===== config.mk =====
export PLATFORM = sky130hd
export DESIGN_NAME = line_locked_clock_generator
export DESIGN_NICKNAME = d
export VERILOG_FILES = /design/src/shared/llcg_pkg.sv /design/src/design/line_locked_clock_generator.sv /design/src/design/clock_divider.sv /design/src/design/reset_sequencer.sv
export SDC_FILE = /design/constraint.sdc
export NUM_CORES = 1
export LEC_CHECK = 0
export ABC_AREA = 1
export BUFFER_PORTS_ARGS = -buffer_cell sky130_fd_sc_hd__buf_2
export CORE_MARGIN = 4
export CORE_UTILIZATION = 63
export CTS_BUF_LIST = sky130_fd_sc_hd__clkbuf_16
export DETAILED_ROUTE_END_ITERATION = 10
export PLACE_DENSITY = 0.9
export SLEW_MARGIN = 20
export SYNTH_ARGS = -nofsm -noshare
export SYNTH_HDL_FRONTEND = slang
export SYNTH_SLANG_ARGS = --single-unit

===== constraint.sdc =====
create_clock -name CORE_CLK -period 7.3 [get_ports CORE_CLK]
set_input_delay 1.095 -clock CORE_CLK [delete_from_list [all_inputs] [get_ports CORE_CLK]]
set_output_delay 1.095 -clock CORE_CLK [all_outputs]
set_load 0.01 [all_outputs]

===== src/shared/llcg_pkg.sv =====
// Package for the line-locked clock generator.
// Assumes a single 50 MHz core clock and a 32-bit AHB-Lite register port.
package llcg_pkg;
  // Core clock rate
  localparam int CLK_MHZ = 50;
  // Reset interval limits, in milliseconds
  localparam int RST_DELAY_MIN_MS = 20;
  localparam int RST_DELAY_MAX_MS = 200;
  // Reset interval limits, in core cycles
  localparam int RST_DELAY_MIN_CYC = RST_DELAY_MIN_MS * CLK_MHZ * 1000;
  localparam int RST_DELAY_MAX_CYC = RST_DELAY_MAX_MS * CLK_MHZ * 1000;
  // Widths of the reset counter and the period counter
  localparam int DLY_W = 24;
  localparam int PER_W = 16;
  // Log2 of fast clock half periods per reference period (4x, 50 % duty)
  localparam int HALF_SHIFT = 3;
  // Register byte offsets
  localparam logic [7:0] OFS_RST_DELAY = 8'h00;
  localparam logic [7:0] OFS_VCO_HALF = 8'h04;
  localparam logic [7:0] OFS_STATUS = 8'h08;
  localparam logic [7:0] OFS_PERIOD = 8'h0C;
  // Status field positions
  localparam int ST_LOCKED = 0;
  localparam int ST_RST_OUT = 1;
  localparam int ST_VCO_MODE = 2;
  localparam int ST_SRC_B = 3;
  // Reset value of the free-running oscillator half period
  localparam logic [PER_W-1:0] VCO_HALF_RST = 16'h0004;
  // AHB transfer type bit that marks an active transfer
  localparam int HTRANS_ACT = 1;
endpackage


===== src/design/line_locked_clock_generator.sv =====
// Top of the line-locked clock generator: reference selection, period
// tracking, oscillator, register port, divider and reset sequencer.
// Assumes all pin inputs are synchronous to CORE_CLK and one AHB-Lite master.
`timescale 1ns/10ps
module line_locked_clock_generator
  import llcg_pkg::*;
#(
  parameter int RESET_DELAY_CYCLES = RST_DELAY_MIN_CYC // Shorten in simulation
) (
  input wire logic CORE_CLK, // 50 MHz core clock
  input wire logic NRST, // Synchronous reset, active low
  input wire logic HSEL, // AHB slave select
  input wire logic [31:0] HADDR, // AHB address
  input wire logic [1:0] HTRANS, // AHB transfer type
  input wire logic HWRITE, // AHB write
  input wire logic [2:0] HSIZE, // AHB size
  input wire logic [31:0] HWDATA, // AHB write data
  input wire logic HREADY, // AHB bus ready
  output logic [31:0] HRDATA, // AHB read data
  output logic HREADYOUT, // AHB slave ready
  output logic HRESP, // AHB response
  input wire logic VCO_MODE_SEL, // High: free oscillator
  input wire logic REF_SOURCE_SEL, // High: reference B
  input wire logic LINE_FREQ_REF_A, // Primary reference
  input wire logic LINE_FREQ_REF_B, // Secondary reference
  input wire logic CHIP_ENABLE, // Chip enable
  input wire logic SUPPLY_FAIL, // Supply below threshold
  output logic CLK4X_A, // Fast clock A
  output logic CLK4X_B, // Fast clock B
  output logic CLK2X_A, // Half-rate clock A
  output logic CLK2X_B, // Half-rate clock B
  output logic CLK_QUALIFIER, // Clock qualifier
  output logic SYSTEM_RESET_OUT_N // System reset, active low
);
  typedef struct packed {
    logic ref_prev;
    logic [PER_W-1:0] per_cnt;
    logic [PER_W-1:0] meas;
    logic locked;
    logic [PER_W-1:0] phase;
    logic fast;
    logic [DLY_W-1:0] dly;
    logic [PER_W-1:0] vco_half;
    logic dp_wr;
    logic [7:0] dp_addr;
    logic [31:0] rdata;
  } top_s;
  top_s s_q, s_d;

  logic ref_sel;
  logic ref_rise;
  logic [PER_W-1:0] half_per;
  logic tick;
  logic rise_tick;
  logic unmask;
  logic clk4x;
  logic clk2x;
  logic addr_ok;
  logic [31:0] rd_mux;

  // Register read decode, shared by the read path
  function automatic logic [31:0] read_reg(input logic [7:0] ofs, input top_s s, input logic rst_out);
    logic [31:0] v;
    v = 32'h00000000;
    case (ofs)
      OFS_RST_DELAY: v = {{(32-DLY_W){1'b0}}, s.dly};
      OFS_VCO_HALF: v = {{(32-PER_W){1'b0}}, s.vco_half};
      OFS_STATUS: begin
        v[ST_LOCKED] = s.locked;
        v[ST_RST_OUT] = rst_out;
        v[ST_VCO_MODE] = VCO_MODE_SEL;
        v[ST_SRC_B] = REF_SOURCE_SEL;
      end
      OFS_PERIOD: v = {{(32-PER_W){1'b0}}, s.meas};
      default: v = 32'h00000000;
    endcase
    return v;
  endfunction

  assign ref_sel = REF_SOURCE_SEL ? LINE_FREQ_REF_B : LINE_FREQ_REF_A;
  assign ref_rise = ref_sel && !s_q.ref_prev;

  // oscillator half period from register or measurement
  // measured period split into eight equal half periods
  always_comb begin
    if (VCO_MODE_SEL) begin
      half_per = s_q.vco_half;
    end else begin
      half_per = s_q.meas >> HALF_SHIFT;
    end
    if (half_per == '0) begin
      half_per = 16'h0001;
    end
  end

  // equal high and low phases from one count
  assign tick = (s_q.phase == half_per - 16'h0001);
  assign rise_tick = tick && !s_q.fast;
  assign addr_ok = HSEL && HTRANS[HTRANS_ACT] && HREADY;
  assign rd_mux = read_reg(HADDR[7:0], s_q, unmask);

  // Next state of tracking, oscillator and register port
  always_comb begin
    s_d = s_q;
    s_d.ref_prev = ref_sel;
    // Period measurement, saturating when the reference stops
    if (ref_rise) begin
      s_d.per_cnt = 16'h0001;
      s_d.meas = s_q.per_cnt;
      s_d.locked = (s_q.per_cnt == s_q.meas) && (s_q.per_cnt != '1);
    end else if (s_q.per_cnt != '1) begin
      s_d.per_cnt = s_q.per_cnt + 1'b1;
    end else begin
      s_d.locked = 1'b0;
    end
    if (VCO_MODE_SEL) begin
      s_d.locked = 1'b1;
    end
    // Oscillator phase counter
    if (tick) begin
      s_d.phase = '0;
      s_d.fast = ~s_q.fast;
    end else if (s_q.phase > half_per - 16'h0001) begin
      // Half period shortened mid-count: restart the count, no toggle
      s_d.phase = '0;
    end else begin
      s_d.phase = s_q.phase + 1'b1;
    end
    // AHB address phase capture and read data
    if (HREADY) begin
      s_d.dp_wr = addr_ok && HWRITE;
      s_d.dp_addr = HADDR[7:0];
      s_d.rdata = (addr_ok && !HWRITE) ? rd_mux : 32'h00000000;
    end
    if (s_q.dp_wr) begin
      case (s_q.dp_addr)
        OFS_RST_DELAY: s_d.dly = HWDATA[DLY_W-1:0];
        OFS_VCO_HALF: s_d.vco_half = HWDATA[PER_W-1:0];
        default: ;
      endcase
    end
  end

  // State register
  always_ff @(posedge CORE_CLK) begin
    if (!NRST) begin
      s_q <= '{ref_prev: 1'b0, per_cnt: '0, meas: '0, locked: 1'b0, phase: '0, fast: 1'b0,
               dly: DLY_W'(RESET_DELAY_CYCLES), vco_half: VCO_HALF_RST, dp_wr: 1'b0,
               dp_addr: 8'h00, rdata: 32'h00000000};
    end else begin
      s_q <= s_d;
    end
  end

  // release waits for a locked reference outside free oscillator mode, where locked is forced high
  reset_sequencer u_seq (
    .clk(CORE_CLK),
    .rst_n(NRST),
    .chip_enable(CHIP_ENABLE),
    .supply_fail(SUPPLY_FAIL),
    .delay(s_q.dly),
    .locked(s_q.locked),
    .rise_tick(rise_tick),
    .unmask(unmask)
  );

  // clock division to 4x and 2x
  clock_divider u_div (
    .clk(CORE_CLK),
    .rst_n(NRST),
    .tick(tick),
    .unmask(unmask),
    .clk4x_q(clk4x),
    .clk2x_q(clk2x),
    .rst_out_n_q(SYSTEM_RESET_OUT_N)
  );

  assign CLK4X_A = clk4x;
  assign CLK4X_B = clk4x;
  assign CLK2X_A = clk2x;
  assign CLK2X_B = clk2x;
  assign CLK_QUALIFIER = clk2x;
  assign HRDATA = s_q.rdata;
  assign HREADYOUT = 1'b1;
  assign HRESP = 1'b0;

  // Checks on the top level
  ce_low_hold_a: assert property (@(posedge CORE_CLK) disable iff (!NRST)
    !CHIP_ENABLE ##1 !CHIP_ENABLE |=> !SYSTEM_RESET_OUT_N && CLK4X_A && CLK2X_B && CLK_QUALIFIER)
    else $error("enable low did not hold outputs");
  fail_reset_a: assert property (@(posedge CORE_CLK) disable iff (!NRST)
    SUPPLY_FAIL |-> ##2 !SYSTEM_RESET_OUT_N) else $error("supply fail did not reset");
  src_measure_a: assert property (@(posedge CORE_CLK) disable iff (!NRST)
    (REF_SOURCE_SEL && $past(REF_SOURCE_SEL) && !$past(LINE_FREQ_REF_B) && LINE_FREQ_REF_B)
    |=> s_q.per_cnt == 16'h0001)
    else $error("reference B edge not used");
  half_count_a: assert property (@(posedge CORE_CLK) disable iff (!NRST)
    tick |-> s_q.phase == half_per - 1'b1) else $error("unequal clock phase");
  vco_period_a: assert property (@(posedge CORE_CLK) disable iff (!NRST)
    (VCO_MODE_SEL && $stable(s_q.vco_half) && tick) |-> half_per == s_q.vco_half || s_q.vco_half == '0)
    else $error("free oscillator ignores setting");
  ratio_two_a: assert property (@(posedge CORE_CLK) disable iff (!NRST)
    ($rose(CLK4X_A) && SYSTEM_RESET_OUT_N && $past(SYSTEM_RESET_OUT_N)) |-> $changed(CLK2X_A))
    else $error("2x clock not half of 4x");
  qual_rate_a: assert property (@(posedge CORE_CLK) disable iff (!NRST)
    CLK_QUALIFIER == CLK2X_A && CLK2X_B == CLK2X_A) else $error("qualifier off rate");
  release_edge_a: assert property (@(posedge CORE_CLK) disable iff (!NRST)
    $rose(SYSTEM_RESET_OUT_N) |-> CLK4X_A && CLK2X_A ##1 CLK4X_A) else $error("release off fast rise");
  release_cov: cover property (@(posedge CORE_CLK) disable iff (!NRST) $rose(SYSTEM_RESET_OUT_N));
  vco_cov: cover property (@(posedge CORE_CLK) disable iff (!NRST) VCO_MODE_SEL && $rose(CLK4X_A));
  fail_cov: cover property (@(posedge CORE_CLK) disable iff (!NRST) SYSTEM_RESET_OUT_N && SUPPLY_FAIL);
endmodule


===== src/design/clock_divider.sv =====
// Divider that turns the oscillator toggle ticks into the 4x and 2x clocks.
// Assumes the tick pulse comes from the main module on the core clock.
`timescale 1ns/10ps
module clock_divider
  import llcg_pkg::*;
(
  input wire logic clk, // Core clock
  input wire logic rst_n, // Synchronous reset, active low
  input wire logic tick, // Toggle the fast clock
  input wire logic unmask, // Clocks may run
  output logic clk4x_q, // Masked fast clock
  output logic clk2x_q, // Masked half-rate clock
  output logic rst_out_n_q // Reset output, aligned with clocks
);
  typedef struct packed {
    logic fast;
    logic half;
    logic o4;
    logic o2;
    logic orst;
  } div_s;
  div_s s_q, s_d;

  // Next state of the divider chain
  always_comb begin
    s_d = s_q;
    if (tick) begin
      s_d.fast = ~s_q.fast;
    end
    // half rate toggles on fast rise
    if (tick && !s_q.fast) begin
      s_d.half = ~s_q.half;
    end
    // Parked so the first unmasked 2x rise meets a fast rise
    if (!unmask) begin
      s_d.half = tick && !s_q.fast;
    end
    s_d.o4 = unmask ? s_q.fast : 1'b1;
    s_d.o2 = unmask ? s_q.half : 1'b1;
    s_d.orst = unmask;
  end

  // State register
  always_ff @(posedge clk) begin
    if (!rst_n) begin
      s_q <= '{fast: 1'b0, half: 1'b0, o4: 1'b1, o2: 1'b1, orst: 1'b0};
    end else begin
      s_q <= s_d;
    end
  end

  assign clk4x_q = s_q.o4;
  assign clk2x_q = s_q.o2;
  assign rst_out_n_q = s_q.orst;

  // Checks on the divider
  mask_high_a: assert property (@(posedge clk) disable iff (!rst_n)
    !rst_out_n_q |-> clk4x_q && clk2x_q) else $error("clocks low while reset out");
  edge_align_a: assert property (@(posedge clk) disable iff (!rst_n)
    $rose(clk2x_q) |-> $rose(clk4x_q)) else $error("2x rise without 4x rise");
endmodule


===== src/design/reset_sequencer.sv =====
// Reset sequencer: holds the system reset and the clock mask.
// Assumes supply-fail and chip-enable inputs are synchronous to the core clock.
`timescale 1ns/10ps
module reset_sequencer
  import llcg_pkg::*;
(
  input wire logic clk, // Core clock
  input wire logic rst_n, // Synchronous power-up reset, active low
  input wire logic chip_enable, // Chip enable level
  input wire logic supply_fail, // Supply below threshold
  input wire logic [DLY_W-1:0] delay, // Interval length in cycles
  input wire logic locked, // Oscillator locked
  input wire logic rise_tick, // Fast clock about to rise
  output logic unmask // Reset released, clocks running
);
  typedef enum logic [1:0] {HOLD, COUNT, WAIT_LOCK, RUN} seq_e;
  typedef struct packed {
    seq_e st;
    logic [DLY_W-1:0] cnt;
    logic ce;
  } seq_s;
  seq_s s_q, s_d;

  // Interval counting and release
  always_comb begin
    s_d = s_q;
    s_d.ce = chip_enable;
    case (s_q.st)
      HOLD: begin
        s_d.cnt = '0;
        if (chip_enable) begin
          s_d.st = COUNT;
        end
      end
      COUNT: begin
        if (s_q.cnt >= delay) begin
          s_d.st = WAIT_LOCK;
        end else begin
          s_d.cnt = s_q.cnt + 1'b1;
        end
      end
      WAIT_LOCK: begin
        // release on a fast clock rise
        if (locked && rise_tick) begin
          s_d.st = RUN;
        end
      end
      RUN: ;
      default: s_d.st = HOLD;
    endcase
    if (supply_fail && chip_enable) begin
      s_d.st = COUNT;
      s_d.cnt = '0;
    end
    if (!chip_enable) begin
      s_d.st = HOLD;
      s_d.cnt = '0;
    end
  end

  // State register; power-up starts an interval
  always_ff @(posedge clk) begin
    if (!rst_n) begin
      s_q <= '{st: COUNT, cnt: '0, ce: 1'b0};
    end else begin
      s_q <= s_d;
    end
  end

  // released only in the run state
  assign unmask = (s_q.st == RUN);

  interval_len_a: assert property (@(posedge clk) disable iff (!rst_n)
    $rose(unmask) |-> $past(s_q.cnt) >= $past(delay)) else $error("reset released early");
endmodule


### Yosys cells after proc, flatten, opt, wreduce, memory -nomap -nowiden

Index checks and enable logic that the tools add are counted.
Widths: inputs -> output; s select.

| word-level totals | value |
|---|---|
| input bits | 80 |
| output and inout port bits | 40 |
| bits in registers | 163 |
| word-level logic and storage cells | 99 |

| cells by class | value |
|---|---|
| multiplexer cells | 20 |
| bitwise logic cells | 5 |
| reduce and logical (&&, ||, !) cells | 30 |
| order comparisons | 2 |
| add/sub/neg operators | 4 |
| eq/ne operators | 18 |

Operator list:

| kind | number |
|---|---|
| $pmux 20 s3 | 1 |
| $mux 25 | 2 |
| $pmux 24 s2 | 1 |
| $add 16x1->16 const B | 2 |
| $eq 16x16->1 | 2 |
| $mux 16 | 2 |
| $mux 32 | 1 |
| $add 24x1->24 const B | 1 |
| $ge 24x24->1 | 1 |
| $mux 24 | 1 |
| $eq 8x3->1 const B | 2 |
| $eq 8x4->1 const B | 2 |
| $gt 16x16->1 | 1 |
| $logic_not 16->1 | 1 |
| $logic_not 8->1 | 2 |
| $ne 16x16->1 const B | 1 |
| $pmux 4 s4 | 1 |
| $sub 16x1->16 const B | 1 |
| $logic_and 1x1->1 | 10 |
| $mux 1 | 8 |
| $ne 4x2->1 const B | 2 |
| $reduce_and 2->1 | 4 |
| $pmux 2 s3 | 1 |
| $reduce_and 3->1 | 2 |
| other kinds (14) | 27 |

### Logic depth before layout (Yosys ltp)

Gate-level depths: netlist of the first run.

| depth | value |
|---|---|
| depth in word-level cells | 11 |
| mapped depth | 28 |
| gate-level depth less buffers | 27 |

### By module

From an unflattened synthesis of the first run, not the netlist that was laid out.

| unflattened totals | value |
|---|---|
| cell total of the unflattened synthesis | 1398 |
| area, all modules | 9440.3 sq um |

By module, submodules not included:

| module | area an instance (sq um) | cells an instance | times used | seq. area each (sq um) |
|---|---|---|---|---|
| line_locked_clock_generator | 6735.2 | 958 | 1 | 2482.4 |
| reset_sequencer | 2539.9 | 421 | 1 | 520.5 |
| clock_divider | 165.2 | 19 | 1 | 100.1 |

### Worst setup path after synthesis of the first run

Ideal clock, no wire load.

| timing | value |
|---|---|
| path type | input port to flip-flop |
| start point | in VCO_MODE_SEL |
| end point | reg s_q[97] in the netlist's numbering |
| stages on the path | 26 |
| setup slack | 3.024 ns |
| library setup time | 0.117 ns |
| buffers on the path | 3 |
| arrival time | 4.159 ns |
| cells stage by stage | buf_6 > buf_12 > inv_4 > nand2_2 > nand2_1 > nor3_2 > nand2_1 > nor2_4 > nor2_2 > ha_1 > nand3_2 > nor2_2 > nand3_2 > nor2_1 > nand2_1 > xor2_1 > inv_1 > ha_1 > nand2_1 > nor2_1 > nand3_1 > nor2_1 > inv_1 > nand4_1 > buf_2 > nor2_1 |

| between the ends | value |
|---|---|
| longest elaborated chain between the ends | 6 |
| elaborated cells between the ends (all ways) | 7 |

Ends and longest elaborated chain:

| element | RTL line | RTL |
|---|---|---|
| start: declaration | line_locked_clock_generator.sv:22 | `input wire logic VCO_MODE_SEL,` |
| $mux 16 (*) | line_locked_clock_generator.sv:86 | `if (VCO_MODE_SEL) begin` |
| $logic_not 16->1 | line_locked_clock_generator.sv:91 | `if (half_per == '0) begin` |
| $mux 16 (*) | line_locked_clock_generator.sv:91 |  |
| $sub 16x1->16 (*) | line_locked_clock_generator.sv:97, line_locked_clock_generator.sv:123 |  |
| $gt 16x16->1 / $eq 16x16->1 (equally long branches) | line_locked_clock_generator.sv:123, line_locked_clock_generator.sv:97 |  |
| $reduce_or 3->1 (no source line) (*) | - |  |
| end signal: assignment | line_locked_clock_generator.sv:147 | `s_q <= '{ref_prev: 1'b0, per_cnt: '0, meas: '0, locked: 1'b0, phase: '0, fast: 1'b0,` |
| end: declaration | line_locked_clock_generator.sv:48 | `top_s s_q, s_d;` |

Mark *: on every way between the ends. The rest lies on a longest branch, timed or not.
A chain may end at the register's enable or synchronous reset.

### Worst setup path after layout of the first run

Same ends and word-level chain as after synthesis.

==> run metrics, run 1 <==
clock sink count=155; setup_tns=0 ns; sequential area share after synthesis=34.4%; fin cells=1,525; worst vdd ir=0.192 mV; antenna violations before repair=1; Fin. Hold Viols=0; Max FO, Critical Path=28; post-synthesis mux area share=0.111%; CTS tree=built; Post-Synth Simple-Gate Area=29.6%; Ys Warns=0; Num CTS Buffers=17; Compound-Gate Fraction of Synth Area=13.6%; wire per inst=15.4 um; routed via count=8,777; global route overflow=0; drt pass-1 iters=6; Critical Path Start Type=input port; Worst-Margin Slew=1.04 ns; clk buf depth=2; # nets final=1,459; Post-CTS Hold Fix Bufs=0; most numerous cell in the Yosys netlist=nand2_1; # setup viols final=0; post-route minimum period=5.11 ns; IO buf count=73; asr flop ratio synth=0%; I/O Pins=120; largest net degree at the start of global routing=70; DRT Wirelength=23,500 um; clock slew at reported path FFs=0.06 ns; Hold Startpoint=HRDATA[5]; Crit. Startpoint=VCO_MODE_SEL; GPL Wtd Cong=0.932; Leak=4.16 nW; GRT Util Overall=28.4%; post-cts repair resize count=0; PD cells=203 nW/um^2; clk_lat worst skew=0.44 ns; DRT antenna net count=0; Post-Syn Area=9010 um^2; Worst Skew=0.00802 ns; Max-Cap Viols=0; status=finished clean; # DRC=0; clock root buffer master=clkbuf_16; initial core utilization=64.7%; Peak Freq=196 MHz; number of synthesized register bits=155; Syn Inst Count=1,306; placed cell count=1,492; die height=128 um; Worst Path Arrival=5.41 ns; Synth area leaders=dfxtp_1 (34%), nand2_1 (13%), a21oi_1 (6.7%); most used flip-flop cell after synthesis=dfxtp_1; htree depth=4; max_slew headroom=30.4%; first-pass GRT wire length=37,600 um; Core ar.=13,900 um^2; Total Die Area=16,300 um^2; Synth area leader=dfxtp_1; violation count after the first detailed-route iteration=1,015; vias per cell=5.76; nature of the critical path endpoint=flip-flop; RSZ-0062 raised after global routing=no; layout cells sized above 1=11.5%; Yosys cell types=43; post-synthesis xor/xnor area fraction=3.60%; Post-CTS Setup Bufs=0; top post-synthesis cells by count=nand2_1 (303), dfxtp_1 (155), inv_1 (143), a21oi_1 (121), nor2_1 (117); critical setup path kind=in -> reg; final design utilization=70.2%; Placement Rows=43; Avg Cell Area, Syn=6.90 um^2; HPWL after detailed placement=16,800 um; fin. max-slew vios=0; vias in the first global route=7,956; largest family of logic cells by synthesized area=simple AND/OR/NAND/NOR gates; reg2reg start=s_q[104]; type of the worst min-delay path=reg -> reg; Synth Area in Adders=6.66%; Synth top area share=34.4%; Worst Path Required=7.59 ns; Die W=128 um; Post-synth EDFFs=0; Final Cycle Share=70.0%; Area Growth Syn to Fin=8.50%
[kinds of logic (layout without fill, tap and decap cells)]
family / count (synthesis) / count (layout)
AO/OA/AOI/OAI: 231 / 231
XOR/XNOR: 37 / 37
flip-flops: 155 / 155
buffers and inverters: 230 / 260
multiplexers: 1 / 1
adder cells (fa/ha/maj): 48 / 48
AND/OR/NAND/NOR: 602 / 602
other: 2 / 11
[sequential cells by signal, summed over array words and instances, names as in the netlist]
signal             flops
u_div.clk4x_q          1
u_div.clk2x_q          1
u_div.rst_out_n_q      1
u_seq.s_q             26
u_div.s_q              2
s_q                  100
HRDATA                24
[cells in the final DEF (no fill, tap or decap), types with 8 or more instances in the layout]
master / instances
a21oi_1: 121
buf_2: 73
clkbuf_16: 17
conb_1: 10
dfxtp_1: 155
ha_1: 48
inv_1: 143
nand2_1: 303
nand3_1: 93
nand4_1: 19
nor2_1: 117
nor3_1: 27
nor4_1: 8
o211ai_1: 9
o21ai_0: 78
xnor2_1: 14
xor2_1: 23
[path summary, 6_finish.rpt]
path               endpoint  slack, ns  cells after the start
setup / recovery    s_q[97]       2.19                     25
hold reg to reg   HRDATA[5]       0.46                      2
setup reg to reg    s_q[97]       2.91                     24
hold / removal    HRDATA[5]       0.46                      2
[layer usage]
layer	global-route usage [%]	share of wire, %
met5	0	0
met4	12.4	4.2
met3	5.10	8.2
met2	46.6	46
met1	36.6	42
[layout make-up]
cell class	count	area, um^2
antenna	1	2.50
clock buffer	17	425
clock inverter	15	188
fill	1072	4160
inverter	150	566
multi-input combinational	929	4860
sequential	155	3100
tap	180	225
timing repair buffer	78	407
[power by group]
| part | switching (mW) | leakage [nW] | internal [mW] |
|---|---|---|---|
| Sequential | 0.0213 | 1.26 | 0.862 |
| Combinational | 0.121 | 2.62 | 0.0583 |
| Clock | 0.382 | 0.286 | 0.543 |
| Total | 0.525 | 4.16 | 1.46 |
[worst max-delay path: stages]
cell	delay [ns]
buf_2	0.47
nand2_1	0.14
o21ai_2	0.12
inv_1	0.10
nand2_1	0.08
nor3_2	0.05
nand2_1	0.11
nor2_4	0.05
nor2_2	0.25
ha_1	0.26
nand3_2	0.11
nor2_2	0.21
nand3_2	0.13
nor2_1	0.12
nand2_1	0.08
xor2_1	0.14
inv_1	0.05
ha_1	0.26
nand2_1	0.07
nor2_1	0.17
nand3_1	0.12
nor2_1	0.32
inv_1	0.18
nand4_1	0.58
nor2_1	0.12
[metrics by stage]
| step | hold WS (ns) | setup slack (ns) | area, um^2 | power, mW |
|---|---|---|---|---|
| final | 0.461 | 2.19 | 9780 | 1.99 |
| after global routing | 0.478 | 1.82 | 9780 | 2.05 |
| after CTS | 0.462 | 2.26 | 9780 | 1.98 |
| after detailed placement | 0.453 | 1.88 | 9160 | 1.08 |
| after global placement | 0.449 | 1.99 | 9150 | 1.07 |
| after floorplan | 0.424 | 3.02 | 9040 | 1.03 |
Note: power is estimated with default switching activity, not from simulation.
==> inputs of run 2 (changes only) <==
- ABC_AREA: 1 -> 0
- CORE_UTILIZATION: 63 -> 58
- PLACE_DENSITY: 0.9 -> 0.84
- clock period: 7.3 -> 5.3 ns (I/O delays scaled with it)
==> run 2 against run 1 <==
Critical path depth is 7 lower. Sequential cell count stayed put. Non-clock buffer count is 2 higher. Via count is 19% lower. Count of clock-buffer cells in the layout stayed put. Register-to-register slack worse by 2.0 ns. Hold slack worse by 0.024 ns. First-iteration DRC count is 30% lower. Clock skew hardly changed. Largest cell class unchanged.
==> run metrics, run 2 <==
IO buf count=73; # setup viols final=0; type of the worst min-delay path=reg -> reg; Critical Path Start Type=input port; post-cts repair resize count=0; Synth area leaders=dfxtp_1 (36%), ha_1 (7.0%), nand2_1 (6.1%); Fin. Hold Viols=0; Worst Path Arrival=5.16 ns; CP delay by family, top=simple AND/OR/NAND/NOR gates; antenna violations before repair=2; worst vdd ir=0.230 mV; die height=130 um; critical setup path kind=in -> reg; Critical Path Max Stage Delay=0.55 ns; initial core utilization=59.2%; post-route minimum period=4.82 ns; PD cells=267 nW/um^2; most used flip-flop cell after synthesis=dfxtp_1; most common cell after layout, fill and taps aside=dfxtp_1; top post-synthesis cells by count=dfxtp_1 (155), nand2_1 (140), nor2_1 (77), inv_1 (57); Leak=3.87 nW; # nets final=1,186; Area Growth Syn to Fin=8.96%; Reg power frac=47.4%; clock sink count=155; clock root buffer master=clkbuf_16; clk buf depth=2; Most Crowded Layer GR=met2; # DRC=0; cells along the critical path=buf_2 > mux2i_1 > o211ai_1 > nor3_1 > a21oi_1 > ha_1 > o211ai_1 > or3_1 > nor2_1 > xor2_1 > ha_1 > nand4_1 > nor4_1 > buf_4 > nand3b_1 > nand2_1 > o211ai_1 > a311oi_1; Worst Skew=0.00773 ns; Reg with most FFs=s_q; largest net degree at the start of global routing=64; Worst path slowest cell=nor4_1; pre-CTS WS=0.261 ns; Avg Cell Area, Syn=8.32 um^2; clock network fraction of design power=45.1%; setup_tns=0 ns; wire per inst=15.7 um; htree depth=4; Post-Syn Area=8640 um^2; RSZ-0062 raised after global routing=no; asr flop ratio synth=0%; Post-CTS Hold Fix Bufs=0; status=finished clean; Syn Inst Count=1,038; DRT antenna net count=0; Switching Share=23.3%; DRT Wirelength=19,700 um; FF/Latch Area=3100 um^2; vias in the first global route=6,755; Multi-input gate area=4910 um^2; Final Cycle Share=90.9%; sw power=586 uW; met2 GRT Util=38.6%; # fillers=1,175; nature of the critical path endpoint=flip-flop; number of synthesized register bits=155; Post-CTS Setup Bufs=0; Peak Freq=207 MHz; Synth top area share=35.9%; global route overflow=0; Global Route met1 Usage=31.9%; CP most frequent cell=o211ai_1; CTS tree=built; most numerous cell in the Yosys netlist=dfxtp_1; clock slew at reported path FFs=0.06 ns; layout cells sized above 1=13.0%; Max-Cap Viols=0; Ys Warns=0; vias per cell=5.67; Placement Rows=44; Synth area leader=dfxtp_1; post-route setup slack=0.481 ns; I/O Pins=120; HPWL after detailed placement=14,500 um; drt pass-1 iters=5; sequential area share after synthesis=35.9%; max_slew headroom=25.0%; fin. max-slew vios=0; Max FO, Critical Path=30; first-pass GRT wire length=32,500 um; routed via count=7,110; commonest cells after routing, fill and taps aside=dfxtp_1 (155), nand2_1 (140), nor2_1 (75); Crit path buffers/inverters=2; clk_lat worst skew=0.43 ns; Comb power frac=7.5%; Post-synth EDFFs=0; Worst Path Required=5.64 ns; GRT Util Overall=24.1%; Worst-Margin Slew=1.12 ns; violation count after the first detailed-route iteration=713; Die W=130 um; Reg2Reg Setup Slack=0.96 ns; Core ar.=14,600 um^2; internal power=1.93 mW; Total Die Area=16,900 um^2; max reg flops=100; Yosys cell types=50; GR met3 Demand/Resource=5.73%; GPL Wtd Cong=0.893; Num CTS Buffers=17
run 2: worst paths after layout:
path / startpoint / endpoint / cells after the start
worst max-delay path: VCO_MODE_SEL / u_seq.s_q[25] / 18
worst max register to register: s_q[107] / u_seq.s_q[25] / 17
worst min register to register: u_div.s_q[3] / u_div.clk2x_q / 1
worst min-delay path: u_div.s_q[3] / u_div.clk2x_q / 1
run 2: power by group through the flow:
| stage | sequential, mW | combinational [mW] | clock, mW |
|---|---|---|---|
| 6_report | 1.19 | 0.189 | 1.13 |
| 5_1_grt | 1.19 | 0.209 | 1.20 |
| 4_1_cts | 1.19 | 0.187 | 1.14 |
| 3_5_place_dp | 1.22 | 0.185 | 0 |
| 3_3_place_gp | 1.22 | 0.179 | 0 |
| 2_1_floorplan | 1.21 | 0.141 | 0 |
run 2: cell type report:
cell class              count  share of cell area, %
diodes                      1                 0.0266
clock buffers              17                   4.52
clock inverters            13                   1.21
inverters                  57                   2.27
multi-input cells         747                   52.1
flip-flops and latches    155                   33.0
well taps                 184                   2.45
repair buffers             80                   4.44
run 2: kinds of logic (layout without fill, tap and decap cells):
group,after synthesis,count (layout),synth area share [%]
and+or+nand+nor,408,408,23.2
muxes,56,56,7.26
other,2,11,0.0869
DFF,155,155,35.9
adders and majority gates,48,48,6.95
AOI/OAI and AO/OA,161,161,12.1
buffers and inverters,144,167,7.97
xor gates and xnor gates,64,64,6.49
run 2: metal layers:
| metal | vias to the layer above | share of wire (%) |
|---|---|---|
| met2 | 204 | 47 |
| met1 | 3346 | 45 |
| met5 | - | 0.035 |
| met4 | 2 | 2.0 |
| met3 | 37 | 6.3 |
| li1 | 3521 | - |
run 2: metrics by stage:
step	cell area, um^2	utilization, %	cells	total power, mW	hold WS [ns]
floorplan	8670	-	1046	1.35	0.411
global placement	8860	60.7	1223	1.40	0.419
detailed placement	8860	60.7	1223	1.40	0.430
CTS	9400	64.4	1253	2.52	0.443
finish	9410	64.5	1254	2.51	0.437
global route	9410	64.5	1254	2.60	0.473
==> inputs of run 3 (changes only) <==
- BUFFER_PORTS_ARGS: -buffer_cell sky130_fd_sc_hd__buf_2 -> not set
- CORE_MARGIN: 4 -> 2
- CORE_UTILIZATION: 58 -> 64
- DONT_BUFFER_PORTS: not set -> 1
- SYNTH_HIERARCHICAL: not set -> 1
==> run 3 against run 2 <==
Final cell count down 8.1%. Fmax down 1.5%. Clock power up 8%. Global-route usage up 4.5 points. Highest routed layer is now met4.
==> run metrics, run 3 <==
Final Cycle Share=92.4%; Yosys cell types=67; CTS tree=built; sequential area share after synthesis=35.1%; clock slew at reported path FFs=0.06 ns; post-route setup slack=0.405 ns; Max FO, Critical Path=5; Worst Skew=0.0107 ns; Compound-Gate Fraction of Synth Area=12.5%; largest family of logic cells by synthesized area=simple AND/OR/NAND/NOR gates; first-pass GRT wire length=33,100 um; Total Die Area=14,800 um^2; Post-Synth Simple-Gate Area=21.7%; post-route minimum period=4.90 ns; pre-CTS WS=0.226 ns; GPL Wtd Cong=0.944; Post-DP Area=8760 um^2; Die W=122 um; # setup viols final=0; most used flip-flop cell after synthesis=dfxtp_1; Metal-1 WL=9180 um; Placement Rows=42; Leak=3.56 nW; Synth area leader=dfxtp_1; clock sink count=155; fin. max-slew vios=0; worst vdd ir=0.191 mV; uppermost layer routed=met4; layout cells sized above 1=8.41%; met3 routed WL=1650 um; Post-synth EDFFs=0; Critical Path Max Stage Delay=0.54 ns; type of the worst min-delay path=in -> reg; # nets final=1,092; nature of the critical path endpoint=flip-flop; clk_lat worst skew=0.43 ns; Synth Area in Adders=6.79%; routed via count=6,983; Worst-Margin Slew=1.05 ns; I/O Pins=120; clk buf depth=2; setup_tns=0 ns; DRT Wirelength=20,800 um; number of synthesized register bits=155; post-synthesis mux area share=10.5%; Synth area leaders=dfxtp_1 (35%), mux2i_1 (7.5%), ha_1 (6.8%); Num CTS Buffers=17; die height=122 um; Ys Warns=6; HPWL after detailed placement=14,700 um; Area Growth Syn to Fin=5.54%; Peak Freq=204 MHz; drt pass-1 iters=5; wire per inst=18.1 um; htree depth=4; largest net degree at the start of global routing=101; Critical Path Start Type=flip-flop; RSZ-0062 raised after global routing=no; cells along the critical path=or4b_1 > a222oi_1 > nand3_1 > and2_1 > ha_1 > nor4b_1 > nor2_1 > or2_2 > a211oi_1 > xor2_1 > ha_1 > nand4_1 > nor4_1 > buf_4 > nor2b_1 > a21boi_0 > nor2_1 > o21ai_0 > mux2_2 > a21oi_1; Worst Path Required=5.66 ns; Post-CTS Hold Fix Bufs=0; most common cell after layout, fill and taps aside=dfxtp_1; total power=2.56 mW; post-cts repair resize count=0; Avg Cell Area, Syn=8.80 um^2; Worst path slowest cell=or4b_1; Reg with most FFs=s_q; clock root buffer master=clkbuf_16; metal2 WL=9450 um; global route overflow=0; Core ar.=13,400 um^2; asr flop ratio synth=0%; violation count after the first detailed-route iteration=485; # DRC=0; Post-CTS Setup Bufs=0; Post-Syn Area=8850 um^2; Synth top area share=35.1%; initial core utilization=66.1%; DRT antenna net count=0; status=finished clean; Max-Cap Viols=0; Fin. Hold Viols=0; vias in the first global route=6,555; final instance area=9340 um^2; Syn Inst Count=1,006; Worst Path Arrival=5.26 ns; max_slew headroom=29.4%; GRT Util Overall=28.6%; top post-synthesis cells by count=dfxtp_1 (155), nor2b_1 (67), mux2i_1 (66), nand2_1 (58), inv_1 (54); max reg flops=100; commonest cells after routing, fill and taps aside=dfxtp_1 (155), mux2i_1 (66), nor2b_1 (66); vias per cell=6.06; PD cells=274 nW/um^2; final design utilization=69.7%; antenna violations before repair=1; post-synthesis xor/xnor area fraction=5.84%; critical setup path kind=reg -> reg; most numerous cell in the Yosys netlist=dfxtp_1; IO buf count=0
run 3: layer usage:
metal | global-route usage (%) | vias up
li1 | - | 3420
met1 | 37.2 | 3270
met2 | 45.0 | 252
met3 | 8.57 | 41
met4 | 10.9 | 0
met5 | 0 | -
run 3: metrics by stage:
| step | cells | hold WS, ns |
|---|---|---|
| 2_1_floorplan | 1014 | 0.411 |
| 3_3_place_gp | 1121 | 0.421 |
| 3_5_place_dp | 1121 | 0.450 |
| 4_1_cts | 1151 | 0.425 |
| 5_1_grt | 1152 | 0.416 |
| 6_report | 1152 | 0.438 |
run 3: cells by family (layout without fill, tap and decap cells):
| logic type | count (synthesis) | count (layout) |
|---|---|---|
| adders and majority gates | 48 | 48 |
| buffers and inverters | 138 | 99 |
| other | 2 | 11 |
| and+or+nand+nor | 347 | 347 |
| muxes | 86 | 86 |
| AOI/OAI and AO/OA | 171 | 171 |
| DFF | 155 | 155 |
| xor gates and xnor gates | 59 | 59 |
run 3: area by class of cell:
class	instances	area [um^2]
multi-input cells	721	5120
inverters	54	203
fillers	1031	4060
clock inverters	13	153
repair buffers	15	113
diodes	1	2.50
clock buffers	17	425
well taps	176	220
flip-flops and latches	155	3100
run 3: final timing paths:
check | start | endpoint | slack [ns] | cells past startpoint
setup / recovery | s_q[53] | u_seq/s_q[25] | 0.40 | 20
hold / removal | NRST | s_q[76] | 0.44 | 1
setup reg to reg | s_q[53] | u_seq/s_q[25] | 0.40 | 20
hold reg to reg | u_div/s_q[3] | u_div/clk2x_q | 0.46 | 1
run 3: worst max-delay path: cells and delay by family, from the launching register on:
family | cells | cell delay [ns]
compound gates | 5 | 0.80
xor+xnor | 1 | 0.16
fa+ha+maj | 2 | 0.54
buf+inv | 1 | 0.21
flops | 1 | 0.37
mux | 1 | 0.29
simple gates | 10 | 2.43
run 3: power breakdown:
group / switching, mW / internal, mW
Sequential: 0.0159 / 1.18
Combinational: 0.0801 / 0.0646
Clock: 0.486 / 0.730
